`config.mk`:
```
export PLATFORM = sky130hd
export DESIGN_NAME = pio01_top
export DESIGN_NICKNAME = d
export VERILOG_FILES = /design/src/pio01_pkg.sv /design/src/pio01_int_edge.sv /design/src/pio01_pin_sync.sv /design/src/pio01_top.sv
export SDC_FILE = /design/constraint.sdc
export NUM_CORES = 1
export LEC_CHECK = 0
export ABC_AREA = 1
export BUFFER_PORTS_ARGS = -buffer_cell sky130_fd_sc_hd__clkbuf_2
export CORE_ASPECT_RATIO = 1.25
export CORE_MARGIN = 4
export CORE_UTILIZATION = 40
export CTS_BUF_LIST = sky130_fd_sc_hd__clkbuf_4
export DETAILED_ROUTE_END_ITERATION = 7
export GPL_ROUTABILITY_DRIVEN = 0
export GPL_TIMING_DRIVEN = 1
export PLACE_DENSITY = 0.68
export SETUP_SLACK_MARGIN = 0.3
export SYNTH_ARGS = -nofsm -noshare
export SYNTH_HDL_FRONTEND = slang
export SYNTH_SLANG_ARGS = --single-unit
```
`constraint.sdc`:
```
create_clock -name CLK -period 1.06 [get_ports CLK]
set_input_delay 0.053 -clock CLK [delete_from_list [all_inputs] [get_ports CLK]]
set_output_delay 0.053 -clock CLK [all_outputs]
set_load 0.02 [all_outputs]
```
`src/pio01_pkg.sv`:
```
// Purpose: shared constants for the two-port parallel i/o block
// Assumes: 16-bit cpu address, 8-bit special function space data
// Notes: offsets are byte addresses inside the special function space
package pio01_pkg;
  // cpu address and data widths
  localparam int ADDR_W = 16;
  localparam int DATA_W = 8;
  // width of the special function space offset
  localparam int SPACE_W = 6;
  // width of the 8-bit port and of the 6-bit port
  localparam int P0_W = 8;
  localparam int P1_W = 6;
  // upper address bits that must be zero to hit the space
  localparam logic [ADDR_W-SPACE_W-1:0] SPACE_PAGE = 10'h000;
  // register offsets
  localparam logic [SPACE_W-1:0] OFS_P0_LATCH = 6'h00;
  localparam logic [SPACE_W-1:0] OFS_P1_LATCH = 6'h01;
  localparam logic [SPACE_W-1:0] OFS_P0_PIN = 6'h08;
  localparam logic [SPACE_W-1:0] OFS_P1_DIR = 6'h0D;
  localparam logic [SPACE_W-1:0] OFS_EXT_INT_CTRL = 6'h37;
  // reset values
  localparam logic [P0_W-1:0] P0_LATCH_RST = 8'hFF;
  localparam logic [P1_W-1:0] P1_LATCH_RST = 6'h00;
  localparam logic [P1_W-1:0] P1_DIR_RST = 6'h00;
  localparam logic [DATA_W-1:0] EXT_INT_CTRL_RST = 8'h00;
  // idle level of the pins before the first sample
  localparam logic [P0_W-1:0] P0_PIN_RST = 8'hFF;
  localparam logic [P1_W-1:0] P1_PIN_RST = 6'h00;
  // position of the interrupt pin enable in the control register
  localparam int INT_PIN_EN_BIT = 6;
  // bit of the 8-bit port shared with the external interrupt
  localparam int INT_PORT_BIT = 0;
  // value read back for the unimplemented upper bits and holes
  localparam logic [DATA_W-1:0] READ_FILL = 8'h00;
  localparam logic [DATA_W-P1_W-1:0] P1_TOP_FILL = 2'h0;
endpackage : pio01_pkg

```
`src/pio01_int_edge.sv`:
```
// Purpose: falling edge detect for the shared interrupt pin
// Assumes: LEVEL is already synchronised to CLK
// Notes: the edge is swallowed while the pin enable is clear
module pio01_int_edge (
  input wire logic CLK,
  input wire logic RST,
  input wire logic LEVEL,
  input wire logic ENABLE,
  output logic FALL
);
  // previous level, idles high
  logic prev;

  // remember last level
  always_ff @(posedge CLK) begin
    if (RST) begin
      prev <= 1'b1;
    end else begin
      prev <= LEVEL;
    end
  end

  // pulse on a high to low step only when enabled
  assign FALL = ENABLE & prev & ~LEVEL;
endmodule : pio01_int_edge

```
`src/pio01_pin_sync.sv`:
```
// Purpose: three-stage pin synchroniser with agreement filter
// Assumes: pins are asynchronous to CLK
// Notes: the output moves only when stages two and three agree
module pio01_pin_sync #(
  parameter int W = 8,
  parameter logic [W-1:0] INIT = '0
) (
  input wire logic CLK,
  input wire logic RST,
  input wire logic [W-1:0] PIN,
  output logic [W-1:0] LEVEL
);
  // stage one is read by stage two only
  logic [W-1:0] meta;
  logic [W-1:0] stage2;
  logic [W-1:0] stage3;

  // shift chain
  always_ff @(posedge CLK) begin
    if (RST) begin
      meta <= INIT;
      stage2 <= INIT;
      stage3 <= INIT;
    end else begin
      meta <= PIN;
      stage2 <= meta;
      stage3 <= stage2;
    end
  end

  // per bit, take the new level once two stages agree
  always_ff @(posedge CLK) begin
    if (RST) begin
      LEVEL <= INIT;
    end else begin
      for (int i = 0; i < W; i++) begin
        if (stage2[i] == stage3[i]) begin
          LEVEL[i] <= stage3[i];
        end
      end
    end
  end
endmodule : pio01_pin_sync

```
`src/pio01_top.sv`:
```
// Purpose: 8-bit port and 6-bit port of the cpu, special function space
// Assumes: the cpu gives one-cycle S1 and S2 strobes in each access
// Notes: reads sample in S1, writes land in S2; pins are synchronised
// How it works
// - outputs latched, inputs read live pins
// - pins sampled in read cycle S1
// - output latch updates in write S2
// - 8-bit port latch resets to ones
// - latch and pin input at separate addresses
// - bit zero is port or interrupt
// - bit zero is plain port after reset
// - enable bit six gates falling edges
// - direction bit one means output
// - 6-bit port direction and latch reset zero
// - 6-bit latch writable in any direction
// - 6-bit port bits seven, six undefined
// - read gives pin or latch per direction
// - space mapped at 0000H to 003FH
module pio01_top (
  input wire logic CLK,
  input wire logic RST,
  input wire logic [pio01_pkg::ADDR_W-1:0] ADDR,
  input wire logic RD,
  input wire logic WR,
  input wire logic CYC_S1,
  input wire logic CYC_S2,
  input wire logic [pio01_pkg::DATA_W-1:0] WDATA,
  output logic [pio01_pkg::DATA_W-1:0] RDATA,
  output logic RDATA_VALID,
  output logic SPACE_SEL,
  input wire logic [pio01_pkg::P0_W-1:0] P0_IN,
  output logic [pio01_pkg::P0_W-1:0] P0_OUT,
  output logic [pio01_pkg::P0_W-1:0] P0_OE,
  input wire logic [pio01_pkg::P0_W-1:0] ALT0_OUT,
  output logic [pio01_pkg::P0_W-1:0] P0_LEVEL,
  input wire logic [pio01_pkg::P1_W-1:0] P1_IN,
  output logic [pio01_pkg::P1_W-1:0] P1_OUT,
  output logic [pio01_pkg::P1_W-1:0] P1_OE,
  output logic [pio01_pkg::P1_W-1:0] P1_LEVEL,
  output logic [pio01_pkg::DATA_W-1:0] EXT_INT_CTRL,
  output logic EXT_INT_ZERO_FALL
);
  // true when the cpu address hits one offset of the space
  function automatic logic hit(
    input logic [pio01_pkg::ADDR_W-1:0] a,
    input logic [pio01_pkg::SPACE_W-1:0] ofs
  );
    hit = (a[pio01_pkg::ADDR_W-1:pio01_pkg::SPACE_W] == pio01_pkg::SPACE_PAGE) &&
          (a[pio01_pkg::SPACE_W-1:0] == ofs);
  endfunction : hit

  // 6-bit port read value: latch where output, pin where input
  function automatic logic [pio01_pkg::P1_W-1:0] p1_mix(
    input logic [pio01_pkg::P1_W-1:0] dir,
    input logic [pio01_pkg::P1_W-1:0] lat,
    input logic [pio01_pkg::P1_W-1:0] pin
  );
    p1_mix = (dir & lat) | (~dir & pin);
  endfunction : p1_mix

  // storage latches and control
  logic [pio01_pkg::P0_W-1:0] p0_latch; // 8-bit port output latch
  logic [pio01_pkg::P1_W-1:0] p1_latch; // 6-bit port output latch
  logic [pio01_pkg::P1_W-1:0] p1_dir; // 6-bit port direction
  logic [pio01_pkg::DATA_W-1:0] ext_int_ctrl; // interrupt control byte
  // filtered pin levels
  logic [pio01_pkg::P0_W-1:0] p0_pin;
  logic [pio01_pkg::P1_W-1:0] p1_pin;
  // access strobes
  logic rd_go; // read sample point
  logic wr_go; // write update point
  logic int_pin_en; // bit zero given to the interrupt
  logic [pio01_pkg::DATA_W-1:0] next_rdata;

  // the read path samples pins in S1, the write path lands in S2
  assign rd_go = RD & CYC_S1;
  assign wr_go = WR & CYC_S2;
  assign int_pin_en = ext_int_ctrl[pio01_pkg::INT_PIN_EN_BIT];

  // decode of the whole space, seen by the cpu read mux
  assign SPACE_SEL =
    (ADDR[pio01_pkg::ADDR_W-1:pio01_pkg::SPACE_W] == pio01_pkg::SPACE_PAGE);

  // pin synchronisers; inputs carry no latch of their own
  pio01_pin_sync #(
    .W(pio01_pkg::P0_W),
    .INIT(pio01_pkg::P0_PIN_RST)
  ) u_p0_sync (
    .CLK(CLK),
    .RST(RST),
    .PIN(P0_IN),
    .LEVEL(p0_pin)
  );

  pio01_pin_sync #(
    .W(pio01_pkg::P1_W),
    .INIT(pio01_pkg::P1_PIN_RST)
  ) u_p1_sync (
    .CLK(CLK),
    .RST(RST),
    .PIN(P1_IN),
    .LEVEL(p1_pin)
  );

  // falling edge on bit zero, only while the interrupt owns it
  pio01_int_edge u_int_edge (
    .CLK(CLK),
    .RST(RST),
    .LEVEL(p0_pin[pio01_pkg::INT_PORT_BIT]),
    .ENABLE(int_pin_en),
    .FALL(EXT_INT_ZERO_FALL)
  );

  // 8-bit port latch: ones at reset, byte write in S2
  always_ff @(posedge CLK) begin
    if (RST) begin
      p0_latch <= pio01_pkg::P0_LATCH_RST;
    end else if (wr_go && hit(ADDR, pio01_pkg::OFS_P0_LATCH)) begin
      p0_latch <= WDATA;
    end
  end

  // 6-bit port latch: written whatever the direction
  always_ff @(posedge CLK) begin
    if (RST) begin
      p1_latch <= pio01_pkg::P1_LATCH_RST;
    end else if (wr_go && hit(ADDR, pio01_pkg::OFS_P1_LATCH)) begin
      p1_latch <= WDATA[pio01_pkg::P1_W-1:0];
    end
  end

  // 6-bit port direction; upper two bits are not stored
  always_ff @(posedge CLK) begin
    if (RST) begin
      p1_dir <= pio01_pkg::P1_DIR_RST;
    end else if (wr_go && hit(ADDR, pio01_pkg::OFS_P1_DIR)) begin
      p1_dir <= WDATA[pio01_pkg::P1_W-1:0];
    end
  end

  // interrupt control byte; bit six selects the bit zero use
  always_ff @(posedge CLK) begin
    if (RST) begin
      ext_int_ctrl <= pio01_pkg::EXT_INT_CTRL_RST;
    end else if (wr_go && hit(ADDR, pio01_pkg::OFS_EXT_INT_CTRL)) begin
      ext_int_ctrl <= WDATA;
    end
  end

  // read mux for the offsets held here
  always_comb begin
    next_rdata = pio01_pkg::READ_FILL;
    if (hit(ADDR, pio01_pkg::OFS_P0_LATCH)) begin
      // stored latch, not the pins
      next_rdata = p0_latch;
    end else if (hit(ADDR, pio01_pkg::OFS_P0_PIN)) begin
      // live pin levels, read only
      next_rdata = p0_pin;
    end else if (hit(ADDR, pio01_pkg::OFS_P1_LATCH)) begin
      // pins where input, latch where output
      next_rdata = {pio01_pkg::P1_TOP_FILL,
                    p1_mix(p1_dir, p1_latch, p1_pin)};
    end else if (hit(ADDR, pio01_pkg::OFS_P1_DIR)) begin
      // upper bits have no storage
      next_rdata = {pio01_pkg::P1_TOP_FILL, p1_dir};
    end else if (hit(ADDR, pio01_pkg::OFS_EXT_INT_CTRL)) begin
      next_rdata = ext_int_ctrl;
    end else begin
      // holes and offsets of other blocks read as fill
      next_rdata = pio01_pkg::READ_FILL;
    end
  end

  // read data captured at the S1 sample point
  always_ff @(posedge CLK) begin
    if (RST) begin
      RDATA <= pio01_pkg::READ_FILL;
    end else if (rd_go && SPACE_SEL) begin
      RDATA <= next_rdata;
    end
  end

  // one-cycle mark that fresh read data stands
  always_ff @(posedge CLK) begin
    if (RST) begin
      RDATA_VALID <= 1'b0;
    end else begin
      RDATA_VALID <= rd_go && SPACE_SEL;
    end
  end

  // 8-bit port drivers: a zero pulls low, bit zero released for interrupt
  always_comb begin
    P0_OUT = '0;
    P0_OE = ~(p0_latch & ALT0_OUT);
    if (int_pin_en) begin
      P0_OE[pio01_pkg::INT_PORT_BIT] = 1'b0;
    end
  end

  // 6-bit port drivers follow latch and direction
  assign P1_OUT = p1_latch;
  assign P1_OE = p1_dir;

  // pin levels for the alternate functions elsewhere
  assign P0_LEVEL = p0_pin;
  assign P1_LEVEL = p1_pin;
  assign EXT_INT_CTRL = ext_int_ctrl;
endmodule : pio01_top

```
**Word level (Yosys, flattened, before mapping)**

Cells that the tools add are included.

- Bits in registers: 94
- Input port bits: 52

- Eq/ne operators: 18
- Bitwise gates (word level): 11
- Muxes and demuxes: 6
- Reduce and logical (&&, ||, !) cells: 12

Operators by type and width:

| operator | number |
|---|---|
| 8-bit two-way mux | 5 |
| 1-bit equality test | 14 |
| 6-bit AND | 2 |
| 6-bit by 4-bit equality test with 1-bit output, second input constant | 2 |
| 1-bit logical AND | 10 |
| 10-bit logical NOT | 1 |
| 8-bit AND | 1 |
| 8-bit NOT | 1 |
| 6-bit by 1-bit equality test with 1-bit output, second input constant | 1 |
| 6-bit equality test, second input constant | 1 |
| 6-bit logical NOT | 1 |
| 6-bit NOT | 1 |
| 6-bit OR | 1 |
| 1-bit AND | 4 |
| 1-bit two-way mux | 1 |
| 1-bit NOT | 1 |

**Depth between registers and ports, before layout**

Gate-level depths: netlist of the first run.

- Depth in word-level cells: 7
- Gate-level depth with buffers: 11
- Depth with buffers taken out: 9

**Modules after synthesis**

Synthesis of the first run repeated with hierarchy kept, for this count alone.

- Cells, all modules: 492
- Area, all modules: 3698.5 um2

Modules (own cells, without submodules):

| module | area each (um2) | cells each | sequential area each (um2) | times used |
|---|---|---|---|---|
| pio01_top | 1899.3 | 284 | 740.7 | 1 |
| pio01_pin_sync (u_p0_sync) | 1041.0 | 123 | 640.6 | 1 |
| pio01_pin_sync (u_p1_sync) | 724.4 | 81 | 480.5 | 1 |
| pio01_int_edge | 33.8 | 4 | 20.0 | 1 |

**Worst setup path before layout of the first run**

Ideal clock, no wire load.

- Path kind: input to register
- Start point: input port ADDR[11] (netlist bit)
- End point: register p1_latch (netlist bit P1_OUT[1])
- Setup time: 127 ps
- Data required time: 933 ps
- Slack: -8 ps
- Stages: 8
- Arrival time: 941 ps
- Path through: nor2_1 > nand3_1 > nor2_2 > buf_6 > nand4_1 > clkbuf_1 > o21ai_0 > a21oi_1

- Word-level cells in the longest chain between the ends: 3

Ends and longest elaborated chain:

| element | line | text |
|---|---|---|
| start, declared | pio01_top.sv:22 | `input wire logic [pio01_pkg::ADDR_W-1:0] ADDR,` |
| 10-bit logical NOT | pio01_top.sv:48 | `hit = (a[pio01_pkg::ADDR_W-1:pio01_pkg::SPACE_W] == pio01_pkg::SPACE_PAGE) &&` |
| 1-bit logical AND | pio01_top.sv:48 |  |
| 1-bit logical AND | pio01_top.sv:127 | `end else if (wr_go && hit(ADDR, pio01_pkg::OFS_P1_LATCH)) begin` |
| end signal, assigned | pio01_top.sv:126 | `p1_latch <= pio01_pkg::P1_LATCH_RST;` |
| end signal, assigned | pio01_top.sv:128 | `p1_latch <= WDATA[pio01_pkg::P1_W-1:0];` |
| end, declared | pio01_top.sv:63 | `logic [pio01_pkg::P1_W-1:0] p1_latch;` |

Every way passes these cells.
A chain may end at the register's enable or synchronous reset.

**Final worst setup path of the first run**

- Start point: register ext_int_ctrl (netlist bit EXT_INT_CTRL[6])
- End point: output port EXT_INT_ZERO_FALL

- Word-level cells in the longest chain between the ends: 2

Ends and longest elaborated chain:

| element | line | text |
|---|---|---|
| start, declared | pio01_top.sv:65 | `logic [pio01_pkg::DATA_W-1:0] ext_int_ctrl;` |
| start signal, assigned | pio01_top.sv:144 | `ext_int_ctrl <= pio01_pkg::EXT_INT_CTRL_RST;` |
| 1-bit AND (2 in series) | pio01_int_edge.sv:24 | `assign FALL = ENABLE & prev & ~LEVEL;` |
| end, declared | pio01_top.sv:41 | `output logic EXT_INT_ZERO_FALL` |

Every way passes these cells.

==> results of run 1 <==
registers in the layout, indices dropped and copies added (netlist names):
register and cells:
EXT_INT_CTRL 8, RDATA 8, p0_latch 8, u_p0_sync.LEVEL 8, u_p0_sync.meta 8, u_p0_sync.stage2 8, u_p0_sync.stage3 8, P1_OE 6
P1_OUT 6, u_p1_sync.LEVEL 6, u_p1_sync.meta 6, u_p1_sync.stage2 6, u_p1_sync.stage3 6, RDATA_VALID 1, u_int_edge.prev 1
worst max-delay path: stages, from the launching register on:
cell      delay, ns
dfxtp_4        0.42
nand2_2        0.06
nor2_2         0.09
clkbuf_8       0.15
routing by layer:
metal  track usage, %  vias up
met5                0        -
met4             7.43        0
met3             5.87       54
met2             34.3      166
met1             22.4     1876
li1                 -     1832
stage by stage:
stage,util [%],hold slack [ns],std cells
detailed placement,51.1,0.238,690
CTS,65.9,0.0129,758
global route,75.5,-0.00732,779
finish,75.5,-0.00523,779
floorplan,-,0.157,460
global placement,51.1,0.235,690
kinds of logic (layout without fill, tap and decap cells):
logic type | after synthesis | after routing | share of synthesized area [%]
buffers and inverters | 70 | 269 | 9.22
AOI/OAI and AO/OA | 79 | 79 | 11.8
and+or+nand+nor | 209 | 209 | 26.1
DFF | 94 | 94 | 52.7
other | 1 | 8 | 0.105
cells in the final DEF, fill, tap and decap left out, drive strengths merged:
cell,n
o21ai,32
clkinv,2
a21oi,43
bufinv,2
nor2,49
inv,46
nand2,90
and2,2
nand3,37
buf,137
clkbuf,59
conb,8
or2,26
dlygate4sd3,23
dfxtp,94
nor3,3
o211ai,4
nand4,2
where the power goes:
group / leakage (nW) / total (mW) / switching (mW) / internal [mW]
sequential: 0.779 / 3.61 / 0.0354 / 3.57
clock: 0.0928 / 2.33 / 1.34 / 0.991
combinational: 1.89 / 0.595 / 0.310 / 0.284
cell type report:
type	count	area, sq um
Timing Repair Buffer	210	2150
Fill cell	524	2130
Sequential cell	94	1980
Multi-Input combinational cell	296	1950
Inverter	43	169
Tap cell	120	150
Clock inverter	7	103
Clock buffer	9	67.6
final timing paths:
kind / end / slack [ns] / cells after the start
max reg2reg: RDATA[2]$_SDFFE_PP0P_ / -0.09 / 8
min: RDATA[1]$_SDFFE_PP0P_ / -0.005 / 4
max: EXT_INT_ZERO_FALL / -0.18 / 3
min reg2reg: u_p0_sync.stage2[3]$_SDFF_PP1_ / 0.41 / 1
timing repair:
item	4_1_cts	5_1_grt
setup endpoints to repair	80	98
resized for setup	200	236
pin swaps	35	68
gates cloned	0	3
endpoints found under the hold margin	42	1
buffers inserted	29	18
==> flow_summary.json, run 1 <==
{
  "dpl.hpwl_mm": 6.69,
  "maxCapViolCount": 0,
  "synth_top_area_cell": "dfxtp_1",
  "arrival_ns": 1.19,
  "hold_buffers": 23,
  "vias": 3928,
  "hold_class": "in -> reg",
  "route.met3.wl_um": 928,
  "overflow": 0,
  "grt_pass1_wl_mm": 16.5,
  "synth_ff_type": "dfxtp_1",
  "syn-mean-instance-area_sq_um": 7.88,
  "diodes": 0,
  "wl_met2_mm": 6.57,
  "hold_ws_ns": -0.00523,
  "vias_per_cell": 5.04,
  "dieWidth_um": 92.5,
  "routed.top_layer": "met4",
  "regToRegStartpoint": "P1_OUT[2]$_SDFFE_PP0P_",
  "synth_most_common_cell": "dfxtp_1",
  "clock_latency_ns": 0.46,
  "cts.clk_slew.worst_paths_ns": 0.16,
  "grt_antenna_before_repair": 0,
  "async_reset_ff_share_pct": 0,
  "ir_drop_mv": 0.885,
  "setup_viol": 23,
  "portBuffers": 104,
  "htree_levels": 3,
  "ant_nets": 0,
  "critPathMaxFanout": 4,
  "clock_sinks": 94,
  "ioPinCount": 113,
  "totalPowerFinal_mw": 6.53,
  "core_area_sq_um": 8700,
  "synth-edff-count": 0,
  "slew_violations": 0,
  "power_density_nw_per_um2": 994,
  "synthDistinctLibCells": 27,
  "cts_buffers": 9,
  "grt_pass1_vias": 3568,
  "die_h_um": 114,
  "synthTopCellsByArea": "dfxtp_1 (53%), nand2_1 (9.3%), a21oi_1 (5.7%)",
  "drt-met1-wl_mm": 4.65,
  "yosysTopAreaCellShare_pct": 52.7,
  "start_util_pct": 41.0,
  "start_kind": "flip-flop",
  "routed_wl_mm": 12.6,
  "required_ns": 1.01,
  "netlist_area_sq_um": 3570,
  "max_freq_mhz": 807,
  "synth-seq-area-share_pct": 52.7,
  "die-area_sq_um": 10500,
  "crit_path_start": "EXT_INT_CTRL[6]$_SDFFE_PP0P_",
  "layout_setup_ws_ns": -0.179,
  "wl_per_cell_um": 16.2,
  "finish.net_count": 706,
  "min_period_ns": 1.24,
  "remaining_drc_errors": 0,
  "cts_tree": "yes",
  "ys_warn_count": 0,
  "drtIter0Drc": 211,
  "p_leak_nw": 2.76,
  "firstDrtPassIters": 4,
  "path_class": "reg -> out",
  "drive_above_1_share_pct": 64.8,
  "clock_path_buffers": 2,
  "hold_path_startpoint": "CYC_S1",
  "ys_seq_elements": 94,
  "area_delta_synth_final_pct": 83.9,
  "cp-end-kind": "primary output",
  "place_ws_ns": -0.300,
  "track_usage_pct": 19.6,
  "grt_max_degree": 29,
  "violations": "negative hold slack, negative setup slack",
  "fin_setup_tns_ns": -1.14,
  "place_area_sq_um": 4450,
  "rsz0062_at_grt": "yes",
  "period_share_pct": 117,
  "synth_top_cells_by_count": "dfxtp_1 (94), nand2_1 (88), nor2_1 (45), a21oi_1 (41), inv_1 (40)",
  "cts_root_buf": "clkbuf_4",
  "fp-row-count": 38,
  "final_area_sq_um": 6570,
  "hold_viol": 2,
  "status": "finished, violations left",
  "syn_inst": 453,
  "skew_ns": 0.0198
}
Note: power is estimated with default switching activity, not from simulation.
==> inputs of run 2 (changes only) <==
--- a/config.mk
+++ b/config.mk
@@ -14,6 +14,7 @@
 export DETAILED_ROUTE_END_ITERATION = 7
 export GPL_ROUTABILITY_DRIVEN = 0
 export GPL_TIMING_DRIVEN = 1
+export MAX_ROUTING_LAYER = met4
 export PLACE_DENSITY = 0.68
 export SETUP_SLACK_MARGIN = 0.3
 export SYNTH_ARGS = -nofsm -noshare
==> run 2 against run 1 <==
Utilization shrank 0.39 points. Power up 0.17%. Sequential share of layout area grew 0.16 points. Clock skew rose by 0.0014 ns. Fmax shrank 2.8%. Critical path type unchanged. Final cell count is 0.13% lower. The flow still finishes with violations (negative hold slack, negative setup slack).
==> flow_summary.json, run 2 (same netlist as run 1, synthesis figures left out) <==
{
  "clock_latency_ns": 0.46,
  "hold_buffers": 23,
  "fin_cells": 778,
  "hold_viol": 3,
  "finish.net_count": 705,
  "clock_sinks": 94,
  "drive_above_1_share_pct": 64.1,
  "pwr-share-clk_pct": 35.8,
  "place_inst": 690,
  "cts_tree": "yes",
  "clock_path_buffers": 2,
  "wl_per_cell_um": 16.5,
  "p_leak_nw": 2.75,
  "arrival_ns": 1.22,
  "track_usage_pct": 20.2,
  "path_class": "reg -> out",
  "p_comb_share_pct": 9.1,
  "skew_ns": 0.0212,
  "maxCapViolCount": 0,
  "violations": "negative hold slack, negative setup slack",
  "vias": 3956,
  "grt_pass1_vias": 3567,
  "grt_max_degree": 29,
  "diodes": 0,
  "area_delta_synth_final_pct": 83.0,
  "die-area_sq_um": 10500,
  "setup_viol": 23,
  "cts_root_buf": "clkbuf_4",
  "totalPowerFinal_mw": 6.54,
  "hold_class": "in -> reg",
  "pwr-share-seq_pct": 55.1,
  "die_h_um": 114,
  "power_density_nw_per_um2": 1000,
  "rsz0062_at_grt": "yes",
  "grt_pass1_wl_mm": 16.5,
  "routed_wl_mm": 12.8,
  "register_area_sq_um": 1980,
  "remaining_drc_errors": 0,
  "cts.clk_slew.worst_paths_ns": 0.17,
  "ioPinCount": 113,
  "intPower_mw": 4.85,
  "start_kind": "flip-flop",
  "layout_setup_ws_ns": -0.215,
  "required_ns": 1.01,
  "switching_share_pct": 25.9,
  "period_share_pct": 120,
  "hold_ws_ns": -0.0216,
  "htree_levels": 3,
  "dieWidth_um": 92.5,
  "grt_antenna_before_repair": 0,
  "overflow": 0,
  "multi_input_area_sq_um": 1930,
  "power_switching_mw": 1.69,
  "dpl.hpwl_mm": 6.69,
  "ir_drop_mv": 0.858,
  "core_area_sq_um": 8700,
  "fp-row-count": 38,
  "drtIter0Drc": 248,
  "fillers": 549,
  "ant_nets": 0,
  "status": "finished, violations left",
  "min_period_ns": 1.27,
  "final_cell_mix": "nand2_1 (53), buf_6 (50), buf_8 (48)",
  "mostFrequentLayoutCell": "nand2_1",
  "fin_setup_tns_ns": -1.13,
  "firstDrtPassIters": 5,
  "critPathMaxFanout": 4,
  "cp-end-kind": "primary output",
  "max_freq_mhz": 785,
  "start_util_pct": 41.0,
  "portBuffers": 104,
  "slew_violations": 0,
  "vias_per_cell": 5.08,
  "cts_buffers": 9,
  "postLayoutCoreUtil_pct": 75.1
}
## run 2: changes by cell type in the layout (fill, tap and decap cells not counted), moves of 2 or more
cell     before  now
a21oi_1      19   22
a21oi_2      24   21
inv_2         9   11
o21ai_1       7    9
## run 2: power by group through the flow
stage | logic, mW | registers [mW] | clock network [mW]
after floorplan | 0.224 | 3.70 | 0
after global placement | 0.378 | 3.70 | 0
after detailed placement | 0.388 | 3.70 | 0
after CTS | 0.479 | 3.61 | 2.31
after global routing | 0.640 | 3.61 | 2.50
final | 0.597 | 3.60 | 2.34
## run 2: timing repair
| action | 4_1_cts | 5_1_grt |
|---|---|---|
| endpoints found under the setup margin | 80 | 98 |
| gates cloned | 0 | 2 |
| pin swaps | 35 | 61 |
| resized for setup | 200 | 228 |
| buffers inserted | 29 | 18 |
| hold endpoints to repair | 42 | 1 |
## run 2: stage by stage
stage	hold WS, ns	instance area, sq um	setup slack, ns
after floorplan	0.157	3680	0.0128
after global routing	-0.0136	6530	-0.275
after detailed placement	0.238	4450	-0.300
after CTS	0.0129	5730	-0.157
final	-0.0216	6530	-0.215
after global placement	0.235	4450	-0.233
## run 2: area by class of cell
class                           count  area share, %
Clock buffer                        9           1.03
Clock inverter                      7           1.57
Inverter                           43           2.55
Multi-Input combinational cell    296           29.6
Sequential cell                    94           30.2
Tap cell                          120           2.30
Timing Repair Buffer              209           32.8
## run 2: worst paths after layout
kind	startpoint	endpoint	slack (ns)	depth (start not counted)
hold / removal	CYC_S1	RDATA[2]$_SDFFE_PP0P_	-0.02	4
setup reg to reg	P1_OUT[3]$_SDFFE_PP0P_	RDATA[3]$_SDFFE_PP0P_	-0.04	8
hold reg to reg	u_p0_sync.meta[3]$_SDFF_PP1_	u_p0_sync.stage2[3]$_SDFF_PP1_	0.41	1
setup / recovery	EXT_INT_CTRL[6]$_SDFFE_PP0P_	EXT_INT_ZERO_FALL	-0.21	3
## run 2: layer usage
metal	vias to the layer above	share of wire, %	global-route usage [%]
met5	-	0	-
met4	0	3.7	7.43
met3	47	7.4	5.67
met2	196	52	34.3
met1	1880	37	22.5
li1	1833	-	-
## run 2: worst max-delay path: stages, from the launching register on
cell and delay [ns]:
dfxtp_4 0.43, nand2_2 0.06, nor2_2 0.10, clkbuf_8 0.15
